$ cat config.mk
export PLATFORM = sky130hd
export DESIGN_NAME = sar_adc_serial_readout
export DESIGN_NICKNAME = d
export VERILOG_FILES = /design/src/core/sar_readout_pkg.sv /design/src/core/result_fifo.sv /design/src/core/sar_adc_serial_readout.sv
export SDC_FILE = /design/constraint.sdc
export NUM_CORES = 1
export LEC_CHECK = 0
export ABC_AREA = 1
export BUFFER_PORTS_ARGS = -buffer_cell sky130_fd_sc_hd__buf_2
export CORE_ASPECT_RATIO = 1.25
export CORE_MARGIN = 4
export CORE_UTILIZATION = 45
export DETAILED_ROUTE_END_ITERATION = 6
export PLACE_DENSITY = 0.59
export SYNTH_ARGS = -nofsm -noshare
export SYNTH_HDL_FRONTEND = slang
export SYNTH_SLANG_ARGS = --single-unit
$ cat constraint.sdc
create_clock -name clk_i -period 4.5 [get_ports clk_i]
set_input_delay 0.9 -clock clk_i [delete_from_list [all_inputs] [get_ports clk_i]]
set_output_delay 0.9 -clock clk_i [all_outputs]
set_load 0.1 [all_outputs]
$ cat src/core/sar_readout_pkg.sv
// constants, phase encoding and shared types for the serial converter readout
// Behaviour
// - a falling select starts a new sample, conversion and serial transfer; a fall while a finished result still waits for the buffer starts nothing
// - track the input about two bit clock periods after select falls, then hold
// - on the second falling bit clock edge enable output and send one low null bit
// - then shift twelve result bits out, top bit first, one per period
// - further clocks with select low resend the result starting from the bottom bit
// - after the top bit is resent, release the output and ignore later clocks
// - a new conversion needs select raised and lowered again; host toggles select
// - the output bit changes on each falling bit clock edge
// - analog section powers down when conversion completes and while select is high
// - digital section shuts down only while select is high
// - the result is an unsigned straight binary twelve bit code
// - one code step equals the reference divided by 4096
// - zero gives 000, half gives 800, half less a step 7FF, top FFF
// - select low operates the device, select high shuts it down
// - raising select aborts at any bit; bits already sent stay valid
package sar_readout_pkg;

  // result format
  localparam int RES_BITS = 12;
  localparam int CODE_STEPS = 4096;
  localparam logic [11:0] CODE_ZERO = 12'h000;
  localparam logic [11:0] CODE_MID = 12'h800;
  localparam logic [11:0] CODE_MID_LESS = 12'h7FF;
  localparam logic [11:0] CODE_FULL = 12'hFFF;

  // bit positions in the result
  localparam logic [3:0] TOP_BIT_IDX = 4'hB;
  localparam logic [3:0] BOTTOM_BIT_IDX = 4'h0;

  // falling bit clock edge, counted from select falling, that ends tracking
  localparam logic [1:0] NULL_FALL_EDGE = 2'h2;

  // result buffer shape
  localparam int FIFO_WIDTH = 12;
  localparam int FIFO_DEPTH = 32;

  // one-hot phases of a readout cycle
  typedef enum logic [6:0] {
    ST_SHUTDOWN = 7'h01,
    ST_TRACK = 7'h02,
    ST_NULL = 7'h04,
    ST_MSB_OUT = 7'h08,
    ST_LSB_OUT = 7'h10,
    ST_TAIL = 7'h20,
    ST_QUIET = 7'h40
  } phase_t;

endpackage

$ cat src/core/result_fifo.sv
// result buffer: parameterised fifo with valid and ready on both sides
`timescale 1ns/1ps
module result_fifo
  import sar_readout_pkg::*;
#(
  parameter int WIDTH = FIFO_WIDTH,
  parameter int DEPTH = FIFO_DEPTH
) (
  input wire logic clk_i,
  input wire logic rst_b_i,
  input wire logic ce_i,
  input wire logic in_valid_i,
  output logic in_ready_o,
  input wire logic [WIDTH-1:0] in_data_i,
  output logic out_valid_o,
  input wire logic out_ready_i,
  output logic [WIDTH-1:0] out_data_o
);

  localparam int AW = $clog2(DEPTH);

  typedef struct packed {
    logic [AW-1:0] wr_ptr;
    logic [AW-1:0] rd_ptr;
    logic [AW:0] count;
    logic full;
    logic empty;
  } fifo_state_t;

  fifo_state_t st;
  fifo_state_t next_st;
  logic [WIDTH-1:0] mem [DEPTH];
  logic do_push;
  logic do_pop;

  assign do_push = in_valid_i & ~st.full & ce_i;
  assign do_pop = out_ready_i & ~st.empty & ce_i;
  assign in_ready_o = ~st.full;
  assign out_valid_o = ~st.empty;
  assign out_data_o = mem[st.rd_ptr];

  // pointers and flags; depth is a power of two so pointers wrap by themselves
  always_comb begin
    next_st = st;
    if (do_push) begin
      next_st.wr_ptr = st.wr_ptr + 1'b1;
    end
    if (do_pop) begin
      next_st.rd_ptr = st.rd_ptr + 1'b1;
    end
    case ({do_push, do_pop})
      2'b10: next_st.count = st.count + 1'b1;
      2'b01: next_st.count = st.count - 1'b1;
      default: next_st.count = st.count;
    endcase
    next_st.full = (next_st.count == (AW+1)'(DEPTH));
    next_st.empty = (next_st.count == '0);
  end

  always_ff @(posedge clk_i or negedge rst_b_i) begin
    if (!rst_b_i) begin
      st <= '{wr_ptr: '0, rd_ptr: '0, count: '0, full: 1'b0, empty: 1'b1};
    end else if (ce_i) begin
      st <= next_st;
    end
  end

  // storage has no reset: nothing is read before it is written
  always_ff @(posedge clk_i) begin
    if (do_push) begin
      mem[st.wr_ptr] <= in_data_i;
    end
  end

endmodule

$ cat src/core/sar_adc_serial_readout.sv
// serial conversion and readout sequencer of a twelve bit successive approximation converter
`timescale 1ns/1ps
module sar_adc_serial_readout
  import sar_readout_pkg::*;
#(
  parameter int BUF_WIDTH = FIFO_WIDTH,
  parameter int BUF_DEPTH = FIFO_DEPTH
) (
  input wire logic clk_i,
  input wire logic rst_b_i,
  input wire logic ce_i,
  input wire logic select_shutdown_n_i,
  input wire logic serial_bit_clock_i,
  input wire logic comparator_high_i,
  output logic serial_data_o,
  output logic serial_data_oe_o,
  output logic track_o,
  output logic analog_power_o,
  output logic digital_power_o,
  output logic [RES_BITS-1:0] trial_code_o,
  output logic [BUF_WIDTH-1:0] result_data_o,
  output logic result_valid_o,
  input wire logic result_ready_i
);

  // one frame, counted in falling bit clock edges after select goes low:
  //   fall 1: still tracking the input
  //   fall 2: input held, line enabled with the low null bit
  //   falls 3 to 14: decided bits, top bit first, with no pipeline delay
  //   falls 15 to 26: the same result again, bottom bit first
  //   fall 27: line released; later falls are ignored until select toggles
  // every pin edge reaches the outputs three system clocks late (two
  // synchroniser stages and the state register), so each bit clock level
  // must last at least one system clock or an edge is lost

  // whole state of the sequencer in one record
  typedef struct packed {
    // pin synchronisers, with one-clock-old copies of the select and clock stages
    logic sel_s1;
    logic sel_s2;
    logic sel_prev;
    logic clk_s1;
    logic clk_s2;
    logic clk_prev;
    logic cmp_s1;
    logic cmp_s2;
    // clocks since reset, saturating once the synchronisers hold real pins
    logic [1:0] settle;
    // sequencing
    phase_t phase;
    logic [1:0] fall_cnt;
    logic [3:0] bit_idx;
    logic [RES_BITS-1:0] result;
    logic [RES_BITS-1:0] trial;
    // registered pin outputs and power controls
    logic dout;
    logic oe;
    logic track;
    logic analog_on;
    logic digital_on;
    // finished result waiting for room in the buffer
    logic push_pend;
    logic [RES_BITS-1:0] push_data;
  } core_state_t;

  core_state_t st;
  core_state_t next_st;

  // derived events from the synchronised pins
  logic sel_fall;
  logic sel_high;
  logic clk_fall;
  logic decided;
  logic [RES_BITS-1:0] decided_result;
  logic fifo_in_ready;
  logic pins_settled;

  // one-hot weight of a result bit
  function automatic logic [RES_BITS-1:0] bit_mask(input logic [3:0] idx);
    bit_mask = RES_BITS'(1) << idx;
  endfunction

  // result with one bit forced to a value
  function automatic logic [RES_BITS-1:0] put_bit(
    input logic [RES_BITS-1:0] code,
    input logic [3:0] idx,
    input logic val
  );
    put_bit = val ? (code | bit_mask(idx)) : (code & ~bit_mask(idx));
  endfunction

  // next lower result bit position; only used above the bottom bit
  function automatic logic [3:0] idx_down(input logic [3:0] idx);
    idx_down = idx - 4'h1;
  endfunction

  // edge detection only ever looks at the second synchroniser stage
  // the old copy of the select and clock stages turns each falling pin edge into a one-clock strobe
  assign sel_high = st.sel_s2;
  assign sel_fall = st.sel_prev & ~st.sel_s2;
  assign clk_fall = st.clk_prev & ~st.clk_s2;

  // comparator high means the held input is at or above the trial code
  // the verdict is two clocks old, long settled after a whole bit period
  assign decided = st.cmp_s2;
  assign decided_result = put_bit(st.result, st.bit_idx, decided);

  // the synchronisers leave reset at the idle levels, so a select already low
  // at release would look like a fall; starts wait until the stages hold pins
  assign pins_settled = &st.settle;

  // next state of the whole sequencer
  always_comb begin
    // every field holds unless a branch below says otherwise
    next_st = st;

    // two flip-flops on every pin before any logic uses it
    next_st.sel_s1 = select_shutdown_n_i;
    next_st.sel_s2 = st.sel_s1;
    next_st.sel_prev = st.sel_s2;
    next_st.clk_s1 = serial_bit_clock_i;
    next_st.clk_s2 = st.clk_s1;
    next_st.clk_prev = st.clk_s2;
    next_st.cmp_s1 = comparator_high_i;
    next_st.cmp_s2 = st.cmp_s1;

    // count the first clocks after reset, then stop
    if (!pins_settled) begin
      next_st.settle = st.settle + 2'h1;
    end

    // a held result leaves once the buffer takes it; a conversion end in the
    // same clock sets it again below, and that set wins
    if (st.push_pend && fifo_in_ready) begin
      next_st.push_pend = 1'b0;
    end

    if (sel_high) begin
      // select high is shutdown: abort wherever we are and release the line
      // bits of a frame cut short stay valid for the host; nothing is kept here
      next_st.phase = ST_SHUTDOWN;
      next_st.oe = 1'b0;
      next_st.dout = 1'b0;
      next_st.track = 1'b0;
      next_st.analog_on = 1'b0;
      next_st.digital_on = 1'b0;
      next_st.fall_cnt = 2'h0;
    end else begin
      // digital section stays alive for as long as select is low
      next_st.digital_on = 1'b1;

      case (st.phase)
        ST_SHUTDOWN: begin
          // only a fresh high-to-low select starts a cycle; a low select that
          // never went high, or a result still waiting for the buffer, does not
          if (sel_fall && !st.push_pend && pins_settled) begin
            next_st.phase = ST_TRACK;
            next_st.track = 1'b1;
            next_st.analog_on = 1'b1;
            next_st.fall_cnt = 2'h0;
            next_st.result = CODE_ZERO;
            next_st.trial = CODE_MID;
            next_st.bit_idx = TOP_BIT_IDX;
          end
        end

        ST_TRACK: begin
          // input is tracked until the second falling bit clock edge, which
          // gives 1.5 to 2 periods depending on clock phase at select fall
          if (clk_fall) begin
            next_st.fall_cnt = st.fall_cnt + 2'h1;
            if ((st.fall_cnt + 2'h1) == NULL_FALL_EDGE) begin
              next_st.track = 1'b0;
              next_st.phase = ST_NULL;
              next_st.oe = 1'b1;
              next_st.dout = 1'b0;
              next_st.bit_idx = TOP_BIT_IDX;
            end
          end
        end

        ST_NULL, ST_MSB_OUT: begin
          // one bit decision per period; the decided bit goes straight out so
          // there is no pipeline delay between conversion and transfer
          if (clk_fall) begin
            next_st.dout = decided;
            next_st.result = decided_result;
            if (st.bit_idx == BOTTOM_BIT_IDX) begin
              // conversion complete: analog off, result queued for the buffer
              next_st.analog_on = 1'b0;
              next_st.trial = decided_result;
              next_st.push_pend = 1'b1;
              next_st.push_data = decided_result;
              next_st.phase = ST_LSB_OUT;
              next_st.bit_idx = BOTTOM_BIT_IDX;
            end else begin
              // next trial weight halves the step; one step is full scale/4096
              next_st.phase = ST_MSB_OUT;
              next_st.bit_idx = idx_down(st.bit_idx);
              next_st.trial = decided_result | bit_mask(idx_down(st.bit_idx));
            end
          end
        end

        ST_LSB_OUT: begin
          // repeat of the result, bottom bit first
          // the bottom bit goes out a second time as the first of this pass
          if (clk_fall) begin
            next_st.dout = st.result[st.bit_idx];
            if (st.bit_idx == TOP_BIT_IDX) begin
              next_st.phase = ST_TAIL;
            end else begin
              next_st.bit_idx = st.bit_idx + 4'h1;
            end
          end
        end

        ST_TAIL: begin
          // top bit has stood for its period; release the line on the next fall
          // the line level is forced low so a released output shows no stale bit
          if (clk_fall) begin
            next_st.oe = 1'b0;
            next_st.dout = 1'b0;
            next_st.phase = ST_QUIET;
          end
        end

        ST_QUIET: begin
          // further clocks do nothing until select is toggled
          // the digital section stays powered here until select rises
          next_st.oe = 1'b0;
        end

        default: begin
          // an illegal phase code falls back to shutdown with the line released
          next_st.phase = ST_SHUTDOWN;
          next_st.oe = 1'b0;
          next_st.track = 1'b0;
          next_st.analog_on = 1'b0;
        end
      endcase
    end
  end

  // the clock enable freezes every bit of state, synchronisers included
  // limitation: pin edges that come and go while it is low are missed
  always_ff @(posedge clk_i or negedge rst_b_i) begin
    if (!rst_b_i) begin
      st <= '{
        sel_s1: 1'b1,
        sel_s2: 1'b1,
        sel_prev: 1'b1,
        clk_s1: 1'b0,
        clk_s2: 1'b0,
        clk_prev: 1'b0,
        cmp_s1: 1'b0,
        cmp_s2: 1'b0,
        settle: 2'h0,
        phase: ST_SHUTDOWN,
        fall_cnt: 2'h0,
        bit_idx: TOP_BIT_IDX,
        result: CODE_ZERO,
        trial: CODE_MID,
        dout: 1'b0,
        oe: 1'b0,
        track: 1'b0,
        analog_on: 1'b0,
        digital_on: 1'b0,
        push_pend: 1'b0,
        push_data: CODE_ZERO
      };
    end else if (ce_i) begin
      st <= next_st;
    end
  end

  // every pin-facing output is a register of the state record
  // nothing here is decoded, so no output glitches on a phase change
  assign serial_data_o = st.dout;
  assign serial_data_oe_o = st.oe;
  assign track_o = st.track;
  assign analog_power_o = st.analog_on;
  assign digital_power_o = st.digital_on;
  assign trial_code_o = st.trial;

  // finished results queue here for local readers; while the queue is full a
  // result waits in push_data and blocks the next start, so none is overwritten
  // the buffer shares the clock enable, so a frozen block neither pushes nor pops
  result_fifo #(
    .WIDTH(BUF_WIDTH),
    .DEPTH(BUF_DEPTH)
  ) u_result_fifo (
    .clk_i(clk_i),
    .rst_b_i(rst_b_i),
    .ce_i(ce_i),
    .in_valid_i(st.push_pend),
    .in_ready_o(fifo_in_ready),
    .in_data_i(BUF_WIDTH'(st.push_data)),
    .out_valid_o(result_valid_o),
    .out_ready_i(result_ready_i),
    .out_data_o(result_data_o)
  );

endmodule

==> run summary <==
Yosys reg bits: 467
CTS Buffer Depth: 3
Area growth syn-to-layout: 11.9%
Post-Route WL: 50700 um
Fin worst setup slack: 0.349 ns
Worst Clk Skew: 0.0171 ns
Max Cap Viol: 0
Die area: 48000 um2
Post-Place Cells: 2347
Nets: 1850
Relative slew slack: 0.161
Resize count post-CTS: 0
Largest net degree at the start of global routing: 121
Final Hold Viols: 0
Core Region: 44000 um2
Post-Route Utilization: 0.509
Outcome: finished clean
Storage element area: 13600 um2
Root Buffer: clkbuf_16
RSZ-0062 raised after global routing: no
Initial Utilization: 0.455
# fillers: 3911
Die Wd: 197 um
Startpoint types: flip-flop
Top_reg_cell synth: edfxtp_1
Worst-margin pin slew: 1.26 ns
Number of port buffers: 36
Vias in the first global route: 13.5k
Avg WL per Cell: 20.8 um
Synth Area per Inst: 11.3 um2
Final Slew Violations: 0
CTS tree: built
CTS Hold Bufs: 0
Multi-input logic area: 5530 um2
WS Path Type: reg -> out
P per Cell Area: 618 nW/um2
Worst min path class: in -> async
Fin crit period: 4.15 ns
DR iter-0 viols: 1096
Antenna diodes: 0
Total grt overflow: 0
CTS sink cnt: 467
Final cell count without fillers: 2431
Top post-synthesis cells by area: edfxtp_1, dfrtp_1, o21ai_0
Synthesized cell area: 20000 um2
R2R Setup Slk: 1.83 ns
Num CTS Buffers: 46
Reg-to-Reg Start: u_result_fifo.st[1]
VDD IR max: 980 uV
Total iterations of the first detailed-routing run: 5
Detailed placement HPWL: 31400 um
Routed vias: 13.5k
Gate count of the mapped netlist: 1779
CP endpoint kind: output pin
Worst EP arrival: 3.25 ns
Layout cells sized above 1: 0.124
Ys Warns: 0
Synth area leader: edfxtp_1
Antenna violations before repair: 0
Die Ht: 244 um
P_leak: 7.77 nW
RR Endpoint: u_result_fifo.st[0]
DRC Markers: 0
Setup total negative slack: 0 ns
Post-CTS setup repair buffer count: 0
Sequential-to-total area share from yosys stat: 0.680
Final GP Congestion: 0.884
Via density: 5.55
First-pass GRT wire length: 78900 um
Post-DRT Antenna Nets: 0
Netlist cell types: 42
Syn Nets: 1806
H-tree depth: 2
FFs w/ async S/R, synth: 0.178
Share of the synthesized area in the top cell type: 0.575
Clk_lat worst skew: 0.57 ns
CP Data Required Time: 3.60 ns
Top post-synthesis cells by count: edfxtp_1, nor2_1, nand2_1
EDFF count, synth: 384
Post-place setup slack: 0.950 ns
CP Max Fanout: 29
Most numerous cell in the Yosys netlist: edfxtp_1
Fmax: 241 MHz
Final setup violation count: 0
Clock transition at the registers of the reported paths: 0.06 ns
Path depth of the worst reg2reg path: 17
Crit share post-route: 0.922
Worst hold slack: 0.400 ns
Std-Cell Rows: 86
# IOs: 37
Total global routing track utilization: 0.209
-- per-layer routing --
layer,vias to the layer above,part of all wire,GRT usage
li1,6359,-,-
met1,6621,0.41,0.274
met2,426,0.50,0.358
met3,91,0.051,0.0254
met4,0,0.039,0.0787
met5,-,0,0
-- final cells by class --
type / instances / area share
tap: 572 / 0.0319
timing repair buffer: 102 / 0.0330
sequential: 467 / 0.608
multi-input combinational: 1115 / 0.247
clock inverter: 17 / 0.00597
clock buffer: 67 / 0.0590
inverter: 91 / 0.0153
-- worst max-delay path, cell delays in order (launching register included) --
cell	delay, ns
dfrtp_4	0.62
inv_4	0.36
buf_12	0.23
buf_4	0.27
nor2_1	0.07
o22ai_1	0.22
nand2_1	0.09
nand4_1	0.15
nand2_1	0.16
inv_1	0.08
buf_2	0.42
-- cells by family after synthesis --
group	Yosys count	synth area share
flops	467	0.680
compound gates	389	0.110
xor+xnor	11	0.00481
buf+inv	197	0.0441
mux	2	0.00106
simple gates	693	0.148
fa+ha+maj	20	0.0125
-- layout by cell type, fill, tap and decap left out, types with 48 or more instances in the layout --
master	Yosys	final
edfxtp_1	384	384
nor2_1	297	297
o21ai_0	226	226
o22ai_1	53	53
nand3_1	74	74
buf_4	18	62
dfrtp_1	74	72
nand2_1	256	256
clkbuf_16	0	48
inv_1	79	79
-- how the worst max path moves through the flow --
stage,startpoint,to,slack [ns],depth (start not counted)
after global placement,u_result_fifo.st[8],result_data_o[11],0.99,10
after CTS,u_result_fifo.st[8],result_data_o[9],0.35,10
after detailed placement,u_result_fifo.st[8],result_data_o[9],0.95,10
final,u_result_fifo.st[8],result_data_o[11],0.35,10
after global routing,u_result_fifo.st[8],result_data_o[7],0.19,11
after floorplan,u_result_fifo.st[8],result_data_o[6],1.63,10
-- power by group --
group          internal (mW)  switching [mW]  leakage, nW  total (mW)
Sequential              4.82           0.274         4.07        5.09
Clock                   2.11            1.59        0.709        3.70
Combinational           1.23            3.83         2.99        5.06
Total                   8.16            5.70         7.77        13.9
-- metrics by stage --
step	total power [mW]	instance area (um2)
CTS	14.0	22400
global route	14.6	22400
global placement	10.2	21000
floorplan	8.83	20000
finish	13.9	22400
detailed placement	10.3	21000
-- state kept, by name (all words and copies together), names as in the netlist, 4 cells and up --
| register | cells |
|---|---|
| st | 42 |
| next_st | 4 |
| u_result_fifo.st | 18 |
| trial_code_o | 12 |
| u_result_fifo.mem | 384 |
Power figures use the tool's default switching activity.
